<file path="config.mk">
export PLATFORM = sky130hd
export DESIGN_NAME = pmc_ctrl
export DESIGN_NICKNAME = d
export VERILOG_FILES = /design/src/pmc_pkg.sv /design/src/pmc_clkdiv.sv /design/src/pmc_settle.sv /design/src/pmc_ctrl.sv
export SDC_FILE = /design/constraint.sdc
export NUM_CORES = 1
export LEC_CHECK = 0
export BUFFER_PORTS_ARGS = -buffer_cell sky130_fd_sc_hd__buf_2
export CAP_MARGIN = 20
export CORE_ASPECT_RATIO = 1.2
export CORE_MARGIN = 2
export CORE_UTILIZATION = 29
export CTS_BUF_LIST = sky130_fd_sc_hd__clkbuf_4 sky130_fd_sc_hd__clkbuf_8 sky130_fd_sc_hd__clkbuf_16
export CTS_CLUSTER_DIAMETER = 40
export DETAILED_ROUTE_END_ITERATION = 8
export GPL_TIMING_DRIVEN = 0
export SETUP_SLACK_MARGIN = 0.3
export SLEW_MARGIN = 0
export SYNTH_ARGS = -nofsm -noshare
export SYNTH_HDL_FRONTEND = slang
export SYNTH_SLANG_ARGS = --single-unit
export TNS_END_PERCENT = 10
</file>
<file path="constraint.sdc">
create_clock -name core_clk -period 4.1 [get_ports core_clk]
set_clock_uncertainty 0.05 [all_clocks]
set_input_delay 0 -clock core_clk [delete_from_list [all_inputs] [get_ports core_clk]]
set_output_delay 0 -clock core_clk [all_outputs]
set_load 0.02 [all_outputs]
</file>
<file path="src/pmc_pkg.sv">
// package of the power mode controller: register map, fields, states
// assumes a 32-bit avalon-mm slave port and one 200 mhz core clock
package pmc_pkg;
  // register byte offsets
  localparam logic [4:0] OFS_CTL_ONE = 5'h00;
  localparam logic [4:0] OFS_CTL_TWO = 5'h04;
  localparam logic [4:0] OFS_WTC = 5'h08;
  localparam logic [4:0] OFS_IEN = 5'h0c;
  localparam logic [4:0] OFS_STATUS = 5'h10;
  // system_control_one fields
  localparam int CTL1_SSEL = 0;
  localparam int CTL1_LOW_SPEED_ON = 1;
  localparam int CTL1_STS_LO = 2;
  localparam int CTL1_STS_HI = 4;
  // system_control_two fields
  localparam int CTL2_SA_LO = 0;
  localparam int CTL2_SA_HI = 1;
  localparam int CTL2_MEDIUM_SPEED_ON = 2;
  localparam int CTL2_DIRECT_TRANSFER_ON = 3;
  // watch_timer_control field
  localparam int WTC_SEL = 0;
  // interrupt enable / request vector layout
  localparam int IEN_TMR_A = 5;
  localparam int IEN_TMR_G = 6;
  localparam int IEN_DT = 7;
  // reset values
  localparam logic [4:0] CTL1_RST = 5'h00;
  localparam logic [3:0] CTL2_RST = 4'h0;
  localparam logic [15:0] IEN_RST = 16'h0000;
  // wake sources accepted in each halted mode
  localparam logic [15:0] SRC_SLEEP = 16'hff7f;
  localparam logic [15:0] SRC_STBY = 16'hff03;
  localparam logic [15:0] SRC_WATCH = 16'hff21;
  localparam logic [15:0] SRC_SUBSLP = 16'hff7f;
  // timing counts in states
  localparam logic [3:0] DT_OLD_STATES = 4'h3;
  localparam logic [3:0] DT_EXC_STATES = 4'he;
  localparam int SETTLE_BASE_STATES = 8192;
  localparam logic [2:0] MED_DIV = 3'h7;
  // running clock selections
  typedef enum logic [1:0] {RUN_HIGH = 2'h0, RUN_MED = 2'h1, RUN_SUB = 2'h2} pmc_run_t;
  // controller states
  typedef enum logic [9:0] {
    ST_HIGH = 10'h001, ST_MED = 10'h002, ST_SUB = 10'h004, ST_SLEEP = 10'h008,
    ST_STBY = 10'h010, ST_WATCH = 10'h020, ST_SUBSLP = 10'h040, ST_DTOLD = 10'h080,
    ST_SETTLE = 10'h100, ST_EXC = 10'h200
  } pmc_state_t;
endpackage : pmc_pkg

</file>
<file path="src/pmc_clkdiv.sv">
// state tick generator for the selected cpu clock
// assumes watch_tick is a one-cycle pulse per watch clock period
`timescale 1ns/1ps
module pmc_clkdiv (
  // clock and reset
  input wire logic core_clk,
  input wire logic rst_n,
  // selection
  input wire logic [1:0] div_sel,
  input wire logic [1:0] sub_div,
  input wire logic watch_tick,
  // tick out
  output logic state_tick
);
  logic [2:0] cnt_q;
  logic src;
  logic [2:0] lim;

  // source and terminal count per clock choice
  always_comb begin
    src = 1'b1;
    lim = 3'h0;
    case (div_sel)
      pmc_pkg::RUN_MED: lim = pmc_pkg::MED_DIV;
      pmc_pkg::RUN_SUB: begin
        src = watch_tick;
        lim = sub_div[1] ? 3'h1 : (sub_div[0] ? 3'h3 : 3'h7);
      end
      default: lim = 3'h0;
    endcase
  end

  // tick in the wrap cycle, so no old tick leaks into a new clock
  assign state_tick = src & (cnt_q >= lim);

  // divider counter
  always_ff @(posedge core_clk or negedge rst_n) begin
    if (!rst_n) begin
      cnt_q <= 3'h0;
    end else begin
      if (src) begin
        if (cnt_q >= lim) begin
          cnt_q <= 3'h0;
        end else begin
          cnt_q <= cnt_q + 3'h1;
        end
      end
    end
  end
endmodule : pmc_clkdiv

</file>
<file path="src/pmc_settle.sv">
// oscillator settling wait counter
// assumes load is a one-cycle pulse and tick counts system clock states
`timescale 1ns/1ps
module pmc_settle #(
  parameter int SETTLE_BASE = pmc_pkg::SETTLE_BASE_STATES
) (
  // clock and reset
  input wire logic core_clk,
  input wire logic rst_n,
  // control
  input wire logic load,
  input wire logic [2:0] code,
  input wire logic tick,
  // status
  output logic busy,
  output logic done
);
  logic [17:0] cnt_q;
  logic [17:0] span;

  // wait length: base times 1,2,4,8, or 16 when top bit set
  always_comb begin
    span = 18'(SETTLE_BASE);
    if (code[2]) span = 18'(SETTLE_BASE * 16);
    else span = 18'(SETTLE_BASE << code[1:0]);
  end

  // count down ticks; done pulses on the last one
  always_ff @(posedge core_clk or negedge rst_n) begin
    if (!rst_n) begin
      cnt_q <= 18'h0;
      busy <= 1'b0;
      done <= 1'b0;
    end else begin
      done <= 1'b0;
      if (load) begin
        cnt_q <= span - 18'h1;
        busy <= 1'b1;
      end else if (busy && tick) begin
        if (cnt_q == 18'h0) begin
          busy <= 1'b0;
          done <= 1'b1;
        end else begin
          cnt_q <= cnt_q - 18'h1;
        end
      end
    end
  end
endmodule : pmc_settle

</file>
<file path="src/pmc_ctrl.sv">
// power mode controller: sleep decode, wake qualification, direct transfer
// assumes sleep_req and interrupt requests are synchronous to core_clk
//
// Operation
// subactive sleep, ssel0 lson1 wsel1 gives subsleep
// subsleep halts all but timers A, G, LCD
// subsleep left only by listed wakes or reset
// masked or disabled wake keeps subsleep
// watch wake with lson1 gives subactive
// subsleep wake returns to subactive
// subactive sleep, ssel1 wsel1 gives watch
// subactive cpu clock is watch clock /2,/4,/8
// mson1 lson0 wakes into medium-speed mode
// medium sleep enters standby or watch
// medium sleep, ssel0 lson0 enters sleep
// reset pin low leaves medium-speed mode
// medium-speed cpu clock is high-speed over eight
// sleep with dton1 switches running mode directly
// direct transfer interrupt disabled gives sleep/watch
// masked direct transfer gives sleep/watch, unwakeable
// high to medium via sleep
// medium to high via sleep
// active to subactive via watch
// subactive to active after settling wait
// three old states then fourteen new states
// settling wait before exception when leaving subactive
// reset pin starts oscillator, clears mode
// settle code picks 8192 to 131072 states
// medium_speed_on selects resumed mode, resets 0
// encoded mode register reset to high-speed
//
// Design decisions made here: the Avalon-MM register port and the register offsets.
`timescale 1ns/1ps
module pmc_ctrl #(
  parameter int SETTLE_BASE = pmc_pkg::SETTLE_BASE_STATES
) (
  // clock and reset
  input wire logic core_clk,
  input wire logic rst_n,
  // avalon-mm slave
  input wire logic [4:0] avs_address,
  input wire logic avs_read,
  input wire logic avs_write,
  input wire logic [31:0] avs_writedata,
  output logic [31:0] avs_readdata_q,
  output logic avs_waitrequest_q,
  // cpu side
  input wire logic sleep_req,
  input wire logic cpu_int_mask,
  input wire logic reset_pin_n,
  // interrupt requests
  input wire logic [4:0] ext_irq_req,
  input wire logic [7:0] wakeup_input,
  input wire logic timer_a_req,
  input wire logic timer_g_req,
  input wire logic other_irq_req,
  // watch clock tick
  input wire logic watch_tick,
  // mode outputs
  output logic cpu_halt_q,
  output logic cpu_reset_q,
  output logic periph_halt_q,
  output logic timer_g_halt_q,
  output logic port_hiz_q,
  output logic sys_osc_on_q,
  output logic [3:0] cpu_clk_ratio_q,
  output logic cpu_clk_sub_q,
  output logic exc_start_q,
  output logic exc_busy_q,
  output logic dt_exc_q
);
  ////////////////////////////////////////////////////////////////////////////
  // declarations
  logic [4:0] ctl1_q;
  logic [3:0] ctl2_q;
  logic wtc_q;
  logic [15:0] ien_q;
  pmc_pkg::pmc_state_t state_q;
  pmc_pkg::pmc_run_t tgt_q;
  pmc_pkg::pmc_run_t src_q;
  pmc_pkg::pmc_run_t dsel;
  logic [3:0] seq_q;
  logic dt_q;
  logic settle_go_q;
  logic settle_busy;
  logic settle_done;
  logic state_tick;
  logic [15:0] req_vec;
  logic ssel, low_speed_on, medium_speed_on, direct_transfer_on, wsel, dt_ok;
  pmc_pkg::pmc_run_t wake_run;
  logic acc;

  // qualified wake: request enabled, accepted in this mode, not masked
  function automatic logic pmc_hit(input logic [15:0] req, input logic [15:0] en,
                                   input logic [15:0] src, input logic mask);
    pmc_hit = (|(req & en & src)) & ~mask;
  endfunction : pmc_hit

  ////////////////////////////////////////////////////////////////////////////
  // field decode
  assign ssel = ctl1_q[pmc_pkg::CTL1_SSEL];
  assign low_speed_on = ctl1_q[pmc_pkg::CTL1_LOW_SPEED_ON];
  assign medium_speed_on = ctl2_q[pmc_pkg::CTL2_MEDIUM_SPEED_ON];
  assign direct_transfer_on = ctl2_q[pmc_pkg::CTL2_DIRECT_TRANSFER_ON];
  assign wsel = wtc_q;
  assign dt_ok = ien_q[pmc_pkg::IEN_DT] & ~cpu_int_mask;
  assign wake_run = medium_speed_on ? pmc_pkg::RUN_MED : pmc_pkg::RUN_HIGH;
  assign req_vec = {wakeup_input, 1'b0, timer_g_req, timer_a_req, ext_irq_req};
  assign acc = (avs_read | avs_write) & avs_waitrequest_q;

  ////////////////////////////////////////////////////////////////////////////
  // avalon handshake: waitrequest drops one cycle after a request appears
  always_ff @(posedge core_clk or negedge rst_n) begin
    if (!rst_n) begin
      avs_waitrequest_q <= 1'b1;
    end else if (acc) begin
      avs_waitrequest_q <= 1'b0;
    end else begin
      avs_waitrequest_q <= 1'b1;
    end
  end

  // register writes on the accepting edge
  always_ff @(posedge core_clk or negedge rst_n) begin
    if (!rst_n) begin
      ctl1_q <= pmc_pkg::CTL1_RST;
      ctl2_q <= pmc_pkg::CTL2_RST;
      wtc_q <= 1'b0;
      ien_q <= pmc_pkg::IEN_RST;
    end else if (avs_write && !avs_waitrequest_q) begin
      case (avs_address)
        pmc_pkg::OFS_CTL_ONE: ctl1_q <= avs_writedata[4:0];
        pmc_pkg::OFS_CTL_TWO: begin
          ctl2_q[3:2] <= avs_writedata[3:2];
          // clock select is frozen while in subactive mode (ST_SUB)
          if (state_q != pmc_pkg::ST_SUB) ctl2_q[1:0] <= avs_writedata[1:0];
        end
        pmc_pkg::OFS_WTC: wtc_q <= avs_writedata[pmc_pkg::WTC_SEL];
        pmc_pkg::OFS_IEN: ien_q <= avs_writedata[15:0];
        default: ctl1_q <= ctl1_q;
      endcase
    end
  end

  // read data captured on the same edge that drops waitrequest
  always_ff @(posedge core_clk or negedge rst_n) begin
    if (!rst_n) begin
      avs_readdata_q <= 32'h0;
    end else if (acc && avs_read) begin
      case (avs_address)
        pmc_pkg::OFS_CTL_ONE: avs_readdata_q <= {27'h0, ctl1_q};
        pmc_pkg::OFS_CTL_TWO: avs_readdata_q <= {28'h0, ctl2_q};
        pmc_pkg::OFS_WTC: avs_readdata_q <= {31'h0, wtc_q};
        pmc_pkg::OFS_IEN: avs_readdata_q <= {16'h0, ien_q};
        pmc_pkg::OFS_STATUS: avs_readdata_q <= {18'h0, settle_busy, dt_q, tgt_q, state_q};
        default: avs_readdata_q <= 32'h0;
      endcase
    end
  end

  ////////////////////////////////////////////////////////////////////////////
  // clock source for state counting in each phase
  always_comb begin
    case (state_q)
      pmc_pkg::ST_MED: dsel = pmc_pkg::RUN_MED;
      pmc_pkg::ST_SUB: dsel = pmc_pkg::RUN_SUB;
      pmc_pkg::ST_DTOLD: dsel = src_q;
      pmc_pkg::ST_EXC: dsel = tgt_q;
      default: dsel = pmc_pkg::RUN_HIGH; // settle counts system clock states
    endcase
  end

  pmc_clkdiv u_div (
    .core_clk(core_clk),
    .rst_n(rst_n),
    .div_sel(dsel),
    .sub_div(ctl2_q[1:0]),
    .watch_tick(watch_tick),
    .state_tick(state_tick)
  );

  pmc_settle #(.SETTLE_BASE(SETTLE_BASE)) u_settle (
    .core_clk(core_clk),
    .rst_n(rst_n),
    .load(settle_go_q),
    .code(ctl1_q[pmc_pkg::CTL1_STS_HI:pmc_pkg::CTL1_STS_LO]),
    .tick(state_tick),
    .busy(settle_busy),
    .done(settle_done)
  );

  ////////////////////////////////////////////////////////////////////////////
  // mode state machine
  always_ff @(posedge core_clk or negedge rst_n) begin
    if (!rst_n) begin
      state_q <= pmc_pkg::ST_HIGH;
      tgt_q <= pmc_pkg::RUN_HIGH;
      src_q <= pmc_pkg::RUN_HIGH;
      seq_q <= 4'h0;
      dt_q <= 1'b0;
      settle_go_q <= 1'b0;
      exc_start_q <= 1'b0;
    end else begin
      settle_go_q <= 1'b0;
      exc_start_q <= 1'b0;
      if (!reset_pin_n) begin
        state_q <= pmc_pkg::ST_HIGH;
        tgt_q <= pmc_pkg::RUN_HIGH;
        seq_q <= 4'h0;
        dt_q <= 1'b0;
      end else begin
        case (state_q)
          pmc_pkg::ST_HIGH, pmc_pkg::ST_MED: begin
            if (sleep_req) begin
              src_q <= (state_q == pmc_pkg::ST_MED) ? pmc_pkg::RUN_MED : pmc_pkg::RUN_HIGH;
              seq_q <= 4'h0;
              if (ssel && low_speed_on && wsel && direct_transfer_on) begin
                if (dt_ok) begin
                  state_q <= pmc_pkg::ST_DTOLD;
                  tgt_q <= pmc_pkg::RUN_SUB;
                  dt_q <= 1'b1;
                end else begin
                  state_q <= pmc_pkg::ST_WATCH;
                end
              end else if (!ssel && !low_speed_on && direct_transfer_on && (medium_speed_on ^ (state_q == pmc_pkg::ST_MED))) begin
                if (dt_ok) begin
                  state_q <= pmc_pkg::ST_DTOLD;
                  tgt_q <= wake_run;
                  dt_q <= 1'b1;
                end else begin
                  state_q <= pmc_pkg::ST_SLEEP;
                end
              end else if (!ssel && !low_speed_on) begin
                state_q <= pmc_pkg::ST_SLEEP;
              end else if (ssel && !low_speed_on && !wsel) begin
                state_q <= pmc_pkg::ST_STBY;
              end else if (ssel && wsel) begin
                state_q <= pmc_pkg::ST_WATCH;
              end
            end
          end
          pmc_pkg::ST_SUB: begin
            if (sleep_req) begin
              src_q <= pmc_pkg::RUN_SUB;
              seq_q <= 4'h0;
              if (ssel && wsel && direct_transfer_on && !low_speed_on && dt_ok) begin
                state_q <= pmc_pkg::ST_DTOLD;
                tgt_q <= wake_run;
                dt_q <= 1'b1;
              end else if (ssel && wsel) begin
                state_q <= pmc_pkg::ST_WATCH;
              end else if (!ssel && low_speed_on && wsel) begin
                state_q <= pmc_pkg::ST_SUBSLP;
              end
            end
          end
          pmc_pkg::ST_SLEEP: begin
            if (pmc_hit(req_vec, ien_q, pmc_pkg::SRC_SLEEP, cpu_int_mask) ||
                (other_irq_req && !cpu_int_mask)) begin
              state_q <= pmc_pkg::ST_EXC;
              tgt_q <= wake_run;
              seq_q <= 4'h0;
              dt_q <= 1'b0;
              exc_start_q <= 1'b1;
            end
          end
          pmc_pkg::ST_STBY: begin
            if (pmc_hit(req_vec, ien_q, pmc_pkg::SRC_STBY, cpu_int_mask)) begin
              state_q <= pmc_pkg::ST_SETTLE;
              tgt_q <= wake_run;
              dt_q <= 1'b0;
              settle_go_q <= 1'b1;
            end
          end
          pmc_pkg::ST_WATCH: begin
            if (pmc_hit(req_vec, ien_q, pmc_pkg::SRC_WATCH, cpu_int_mask)) begin
              dt_q <= 1'b0;
              seq_q <= 4'h0;
              if (low_speed_on) begin
                state_q <= pmc_pkg::ST_EXC;
                tgt_q <= pmc_pkg::RUN_SUB;
                exc_start_q <= 1'b1;
              end else begin
                state_q <= pmc_pkg::ST_SETTLE;
                tgt_q <= wake_run;
                settle_go_q <= 1'b1;
              end
            end
          end
          pmc_pkg::ST_SUBSLP: begin
            // apart from the reset pin, only listed, enabled, unmasked wakes leave subsleep
            if (pmc_hit(req_vec, ien_q, pmc_pkg::SRC_SUBSLP, cpu_int_mask)) begin
              state_q <= pmc_pkg::ST_EXC;
              tgt_q <= pmc_pkg::RUN_SUB;
              seq_q <= 4'h0;
              dt_q <= 1'b0;
              exc_start_q <= 1'b1;
            end
          end
          pmc_pkg::ST_DTOLD: begin
            // sleep instruction plus internal state in the old clock
            if (state_tick) begin
              if (seq_q == pmc_pkg::DT_OLD_STATES - 4'h1) begin
                seq_q <= 4'h0;
                if (src_q == pmc_pkg::RUN_SUB) begin
                  state_q <= pmc_pkg::ST_SETTLE;
                  settle_go_q <= 1'b1;
                end else begin
                  state_q <= pmc_pkg::ST_EXC;
                  exc_start_q <= 1'b1;
                end
              end else begin
                seq_q <= seq_q + 4'h1;
              end
            end
          end
          pmc_pkg::ST_SETTLE: begin
            if (settle_done) begin
              state_q <= pmc_pkg::ST_EXC;
              seq_q <= 4'h0;
              exc_start_q <= 1'b1;
            end
          end
          pmc_pkg::ST_EXC: begin
            // exception handling states in the new clock
            if (state_tick) begin
              if (seq_q == pmc_pkg::DT_EXC_STATES - 4'h1) begin
                seq_q <= 4'h0;
                dt_q <= 1'b0;
                case (tgt_q)
                  pmc_pkg::RUN_MED: state_q <= pmc_pkg::ST_MED;
                  pmc_pkg::RUN_SUB: state_q <= pmc_pkg::ST_SUB;
                  default: state_q <= pmc_pkg::ST_HIGH;
                endcase
              end else begin
                seq_q <= seq_q + 4'h1;
              end
            end
          end
          default: state_q <= pmc_pkg::ST_HIGH;
        endcase
      end
    end
  end

  ////////////////////////////////////////////////////////////////////////////
  // halt, port and oscillator controls from the mode
  always_ff @(posedge core_clk or negedge rst_n) begin
    if (!rst_n) begin
      cpu_halt_q <= 1'b0;
      cpu_reset_q <= 1'b1;
      periph_halt_q <= 1'b0;
      timer_g_halt_q <= 1'b0;
      port_hiz_q <= 1'b0;
      sys_osc_on_q <= 1'b1;
    end else begin
      cpu_reset_q <= ~reset_pin_n;
      cpu_halt_q <= (state_q == pmc_pkg::ST_SLEEP) || (state_q == pmc_pkg::ST_STBY) ||
                    (state_q == pmc_pkg::ST_WATCH) || (state_q == pmc_pkg::ST_SUBSLP) ||
                    (state_q == pmc_pkg::ST_SETTLE);
      periph_halt_q <= (state_q == pmc_pkg::ST_SUBSLP) || (state_q == pmc_pkg::ST_WATCH) ||
                       (state_q == pmc_pkg::ST_STBY);
      timer_g_halt_q <= (state_q == pmc_pkg::ST_WATCH) || (state_q == pmc_pkg::ST_STBY);
      port_hiz_q <= (state_q == pmc_pkg::ST_STBY);
      // system oscillator off while parked on the watch clock
      sys_osc_on_q <= ~reset_pin_n || !((state_q == pmc_pkg::ST_STBY) ||
                      (state_q == pmc_pkg::ST_WATCH) || (state_q == pmc_pkg::ST_SUBSLP) ||
                      (state_q == pmc_pkg::ST_SUB) ||
                      ((state_q == pmc_pkg::ST_EXC) && (tgt_q == pmc_pkg::RUN_SUB)) ||
                      ((state_q == pmc_pkg::ST_DTOLD) && (src_q == pmc_pkg::RUN_SUB)));
    end
  end

  // cpu clock ratio and source
  always_ff @(posedge core_clk or negedge rst_n) begin
    if (!rst_n) begin
      cpu_clk_ratio_q <= 4'h1;
      cpu_clk_sub_q <= 1'b0;
      exc_busy_q <= 1'b0;
      dt_exc_q <= 1'b0;
    end else begin
      cpu_clk_sub_q <= (dsel == pmc_pkg::RUN_SUB);
      case (dsel)
        pmc_pkg::RUN_MED: cpu_clk_ratio_q <= 4'h8;
        pmc_pkg::RUN_SUB: cpu_clk_ratio_q <= ctl2_q[1] ? 4'h2 : (ctl2_q[0] ? 4'h4 : 4'h8);
        default: cpu_clk_ratio_q <= 4'h1;
      endcase
      exc_busy_q <= (state_q == pmc_pkg::ST_EXC);
      dt_exc_q <= dt_q && (state_q == pmc_pkg::ST_EXC);
    end
  end
endmodule : pmc_ctrl

</file>
==> After elaboration in Yosys (flattened, before gate mapping) <==
Cells that the tools add are included.
{ "word_totals": {"word_cells": 262, "ff_bits": 116} }
{ "classes": {"n_eq_ne": 46, "mux": 109, "bitwise": 11, "n_lt_le_gt_ge": 1, "n_reduce_logical": 62, "n_shift": 1, "add_sub_neg": 4} }
{ "op_table": {"columns": ["op", "count"], "rows": [
  ["$mux 10", 22],
  ["$pmux 10 s9", 1],
  ["$pmux 16 s5", 1],
  ["$mux 18", 4],
  ["$mux 4", 12],
  ["$mux 1", 39],
  ["$sub 18x1->18 const B", 2],
  ["$mux 2", 15],
  ["$ne 3x3->1 const B", 10],
  ["$pmux 4 s7", 1],
  ["$reduce_and 11->1", 2],
  ["$logic_and 1x1->1", 21],
  ["$reduce_or 10->1", 2],
  ["$logic_not 18->1", 1],
  ["$shl 14x2->18 const A", 1],
  ["$and 16x16->16", 1],
  ["$mux 8", 2],
  ["$reduce_or 15->1", 1],
  ["$logic_or 1x1->1", 13],
  ["$reduce_and 13->1", 1],
  ["$ne 4x4->1 const B", 3],
  ["$pmux 2 s6", 1],
  ["$pmux 3 s2", 2],
  ["$reduce_and 2->1", 6],
  ["other kinds (47)", 70]
]} }

==> Depth between registers and ports, before layout <==
{ "logic_depth": {"word_depth": 10, "mapped_depth": 20} }

==> By module <==
Synthesis repeated with hierarchy kept, for this count alone.
{ "hier_totals": {"hier_cells": 639, "area_unflattened_um2": 6050.8} }
{ "by_module_without_submodules": {"columns": ["module", "cells_each", "area_per_inst_um2", "instances"], "rows": [
  ["pmc_ctrl", 468, 4520.6, 1],
  ["pmc_settle", 139, 1243.7, 1],
  ["pmc_clkdiv", 32, 286.5, 1]
]} }

==> Least setup slack after synthesis <==
OpenSTA, ideal clock, no wires.
{ "synth_path": {"kind": "register to register", "start": "register state_q[4]", "end": "register u_settle.cnt_q[6]", "path_stages_with_launch": 21, "n_path_buf": 3, "setup_ps": 126, "slack_ps": -71, "arrival_ps": 3996, "cell_sequence": "dfrtp_1 buf_6 nor4_2 and3_1 clkbuf_1 clkbuf_1 a22oi_1 and2_1 inv_1 ha_1 nor2b_1 o21ai_0 a21o_1 ha_1 nand2_1 o21ai_1 nand3_1 a21boi_1 nand2_1 o311ai_1 nand2_1"} }
{ "synth_via": {"elab_chain_cells": 9, "elab_cells_between_ends": 14} }
{ "synth_rtl": {"columns": ["item", "line", "rtl"], "rows": [
  ["start: declaration", "pmc_ctrl.sv:78", "pmc_pkg::pmc_state_t state_q;"],
  ["start signal: assignment", "pmc_ctrl.sv:196", "state_q <= pmc_pkg::ST_HIGH;"],
  ["start signal: assignment", "pmc_ctrl.sv:207", "state_q <= pmc_pkg::ST_HIGH;"],
  ["start signal: assignment", "pmc_ctrl.sv:219", "state_q <= pmc_pkg::ST_DTOLD;"],
  ["$eq 10x10->1, or another cell as far along", "pmc_ctrl.sv:164", "case (state_q)"],
  ["$pmux 2 s4 (*)", "pmc_ctrl.sv:164", null],
  ["$eq 2x2->1 / $eq 2x1->1 (equally long branches)", "pmc_clkdiv.sv:23", "case (div_sel)"],
  ["$pmux 3 s2", "pmc_clkdiv.sv:23", null],
  ["$ge 3x3->1", "pmc_clkdiv.sv:34", "assign state_tick = src & (cnt_q >= lim);"],
  ["$and 1x1->1 (*)", "pmc_clkdiv.sv:34", null],
  ["$logic_and 1x1->1 (*)", "pmc_settle.sv:39", "end else if (busy && tick) begin"],
  ["$reduce_bool 2->1 (no line) (*)", null, null],
  ["$reduce_and 2->1 (no line) (*)", null, null],
  ["end signal: assignment", "pmc_settle.sv:37", "cnt_q <= span - 18'h1;"],
  ["end signal: assignment", "pmc_settle.sv:44", "cnt_q <= cnt_q - 18'h1;"],
  ["end: declaration", "pmc_settle.sv:18", "logic [17:0] cnt_q;"]
]} }
Every way passes the cells marked *; elsewhere a longest branch is shown, timed or not.
A chain may end at the register's enable or synchronous reset.

==> Final worst setup path <==
{ "layout_path": {"start": "register state_q[0]", "end": "register dt_q"} }
{ "layout_via": {"elab_chain_cells": 8, "elab_cells_between_ends": 33} }
{ "layout_rtl": {"columns": ["item", "line", "rtl"], "rows": [
  ["$eq 10x10->1, or another cell as far along", "pmc_ctrl.sv:164, pmc_ctrl.sv:212", null],
  ["$pmux 2 s4", "pmc_ctrl.sv:164", null],
  ["$eq 2x2->1 / $eq 2x1->1 (equally long branches)", "pmc_clkdiv.sv:23", null],
  ["$pmux 3 s2", "pmc_clkdiv.sv:23", null],
  ["$ge 3x3->1", "pmc_clkdiv.sv:34", null],
  ["$and 1x1->1", "pmc_clkdiv.sv:34", null],
  ["$ne 3x2->1 (no line)", null, null],
  ["$reduce_and 11->1 (no line)", null, null],
  ["end signal: assignment", "pmc_ctrl.sv:200", "dt_q <= 1'b0;"],
  ["end signal: assignment", "pmc_ctrl.sv:210", "dt_q <= 1'b0;"],
  ["end signal: assignment", "pmc_ctrl.sv:221", "dt_q <= 1'b1;"],
  ["end: declaration", "pmc_ctrl.sv:83", "logic dt_q;"]
]} }
Several ways; a longest one is shown, not always the timed one.

==> impl_metrics.ini <==
[floorplanning]
fp.coreArea_um2 = 19500
fp.dieH_um = 159
rows = 56
die_area_um2 = 21100
start_util_pct = 29.6
num_io_pins = 108
die_w_um = 133

[finish]
area_growth_pct = 32.0
layout_common_cells = 93 x dfrtp_1, 79 x buf_2, 62 x nand2_1, 48 x buf_4, 45 x o21ai_0
nNetsFinal = 820
fillers = 1938
diodes = 0
layout_commonest_cell = dfrtp_1
drive_gt1_share_pct = 34.1
multi_input_area_um2 = 3200
regArea_um2 = 2510
design_area_um2 = 7630

[sta]
drv_slew = 0
tns_ns = 0
rsz0062_at_grt = yes
worst_pin_slew_ns = 0.861
fin_ws_ns = 0.239
finalHoldViolations = 0
slew_headroom_pct = 42.2
fin_crit_ns = 3.86
clock.fmax_mhz = 259
holdWs_ns = 0.0204
fin_crit_sh_pct = 94.2
setup_violations = 0

[logic_synthesis]
synth_top_family_by_area = simple AND/OR/NAND/NOR gates
yosysWarnings = 0
synthAdderAreaFrac_pct = 2.77
synth_xor_area_share_pct = 1.97
synthArstFlopShare_pct = 100
syn_area_per_cell_um2 = 9.78
synthFlopType = dfrtp_1
synth_cells = 591
ys_seq_area_share_pct = 43.4
synthMuxAreaShare_pct = 7.40
synth_compound_area_share_pct = 18.7
synth.distinct_cells = 84
ys_ff_latch = 100
synth-edff-count = 0
synthSimpleGateAreaFrac_pct = 19.8
netlist_area_um2 = 5780

[min_path]
hold_class = in2reg
hold_depth = 3
min_to = src_q[1]
min-delay-start = reset_pin_n

[worst_setup_path]
end_kind = register
r2r_slack_ns = 0.24
timing.rr.end = dt_q
timing.rr.start = state_q[0]
cp.arrival_ns = 4.09
cp_max_fo = 5
crit_path_start_kind = register
worstRegToRegCells = 19
crit_type = reg2reg
worstPathRequired_ns = 4.33

[place]
dpl.hpwl_mm = 12.5
postPlaceCellArea_um2 = 6590
portBuffers = 73
gp_congestion = 0.929
place_ws_ns = -0.488

[power_and_ir_drop]
power_mw = 3.00
clockPowerShare_pct = 31.6
irDropWorstVdd_mv = 0.219
power.density_nw_per_um2 = 393
p_leak_nw = 3.52
sw_frac_of_total_pct = 33.2
power.switching_mw = 0.995
power_frac_seq_pct = 40.6
p_comb_share_pct = 27.8
intPower_mw = 2.00

[detailed_routing]
detail-route-antenna-nets = 0
met2_length_mm = 9.00
wl_met3_um = 899
wl_per_cell_um = 17.6
viasPerCell = 5.22
firstDrtPassIters = 7
drc = 0
drt_iter0_drc = 369
vias = 5285
wl_met1_mm = 7.27
routed_wl_mm = 17.8
top_layer_used = met4

[global_routing]
grtUsageTotal_pct = 16.6
grt_max_degree = 56
grt_pass1_wl_mm = 27.4
antenna_found_initial = 0
grt_overflow = 0
grt_pass1_vias = 5240

[clocking]
clk_pin_slew_worst_paths_ns = 0.07
htree_levels = 3
clock_path_buffers = 2
cts.sinks = 100
cts_tree = done
clock_latency_ns = 0.36
numCtsBuffers = 9
clock-root-buffer = clkbuf_16

[flow_run]
drv_cap = 0

[status]
outcome = finished, final reports clean
-- kinds of logic (layout without fill, tap and decap cells) --
group                      count (synthesis)  after routing
muxes                                     38             38
adders and majority gates                 13             13
other                                      1             16
DFF                                      100            100
AOI/OAI and AO/OA                        152            152
xor gates and xnor gates                  13             13
buffers and inverters                     65            210
and+or+nand+nor                          209            209
-- power by group through the flow --
| stage | logic, mW | clock network, mW | registers, mW |
|---|---|---|---|
| CTS | 0.778 | 0.969 | 1.21 |
| global placement | 0.697 | 0 | 1.23 |
| floorplan | 0.512 | 0 | 1.20 |
| finish | 0.832 | 0.948 | 1.22 |
| global route | 0.900 | 1.00 | 1.23 |
| detailed placement | 0.703 | 0 | 1.23 |
-- Yosys cell counts (3+ instances only) --
library cell | number | area, um^2
a21boi_0 | 3 | 22.5
a21o_1 | 5 | 37.5
a21oi_1 | 17 | 85.1
a222oi_1 | 4 | 40.0
a22oi_1 | 16 | 120
a311oi_1 | 3 | 26.3
a31oi_1 | 6 | 37.5
a32o_1 | 4 | 40.0
and2_1 | 6 | 37.5
and3_1 | 7 | 43.8
buf_2 | 8 | 40.0
buf_4 | 19 | 143
clkbuf_1 | 15 | 56.3
dfrtp_1 | 95 | 2380
dfstp_2 | 5 | 131
ha_1 | 12 | 150
inv_1 | 19 | 71.3
mux2_2 | 33 | 372
mux2i_1 | 3 | 30.0
nand2_1 | 64 | 240
nand2b_1 | 4 | 25.0
nand3_1 | 12 | 60.1
nand3_2 | 3 | 30.0
nand4_1 | 7 | 43.8
nor2_1 | 37 | 139
nor2b_1 | 10 | 62.6
nor3_1 | 15 | 75.1
nor4_1 | 8 | 50.1
nor4b_1 | 7 | 61.3
o211ai_1 | 8 | 60.1
o21a_1 | 7 | 52.6
o21ai_0 | 47 | 235
o31ai_1 | 3 | 22.5
o41ai_2 | 3 | 48.8
xnor2_1 | 3 | 26.3
xor2_1 | 10 | 87.6
-- registers in the layout (all words and copies together), names as in the netlist, 2 cells and up --
register and cells:
avs_readdata_q 16, tgt_q 2, ctl1_q 5, state_q 10, src_q 2, ctl2_q 4
seq_q 4, u_settle.cnt_q 18, ien_q 16, cpu_clk_ratio_q 4, u_div.cnt_q 3
-- what timing repair did --
action,4_1_cts,5_1_grt
buffers inserted,18,14
hold endpoints to repair,71,0
pin swaps,14,16
cloned,0,1
hold buffers,22,0
setup endpoints to repair,36,28
resized for setup,43,13
-- routing by layer --
metal	global-route usage, %	vias to the layer above
met3	2.96	43
met4	8.19	0
met2	29.4	169
met1	19.6	2633
met5	0	-
li1	-	2440
-- critical path, stage by stage, from the launching register on --
cell      delay (ns)
dfstp_2         0.55
buf_8           0.10
nor2_2          0.04
and3_1          0.16
clkbuf_8        0.14
buf_8           0.11
a221o_1         0.33
buf_6           0.14
ha_4            0.21
inv_2           0.06
o21ai_2         0.05
a21o_1          0.20
ha_4            0.29
nand2_4         0.05
o21ai_4         0.25
nand2_1         0.08
o21a_1          0.23
nor4_2          0.38
nand3_1         0.12
o211ai_1        0.22
-- stage by stage --
stage / utilization [%] / std cells
2_1_floorplan: - / 606
3_3_place_gp: 33.5 / 940
6_report: 39.1 / 1012
4_1_cts: 38.1 / 997
5_1_grt: 39.1 / 1012
3_5_place_dp: 33.7 / 942
-- final cells by class --
type | instances | share of cell area (%)
Multi-Input combinational cell | 441 | 41.9
Sequential cell | 100 | 32.9
Timing Repair Buffer | 130 | 11.6
Tap cell | 261 | 4.28
Buffer | 44 | 4.10
Clock buffer | 10 | 3.13
Clock inverter | 5 | 1.11
Inverter | 21 | 1.05
-- how the worst max path moves through the flow --
stage	depth (start not counted)	to	start
3_3_place_gp	19	u_settle.cnt_q[6]	state_q[5]
5_1_grt	19	seq_q[3]	state_q[4]
6_report	19	dt_q	state_q[0]
3_5_place_dp	19	u_settle.cnt_q[6]	state_q[5]
4_1_cts	19	seq_q[3]	state_q[9]
2_1_floorplan	19	seq_q[0]	state_q[0]
Note: power is estimated with default switching activity, not from simulation.
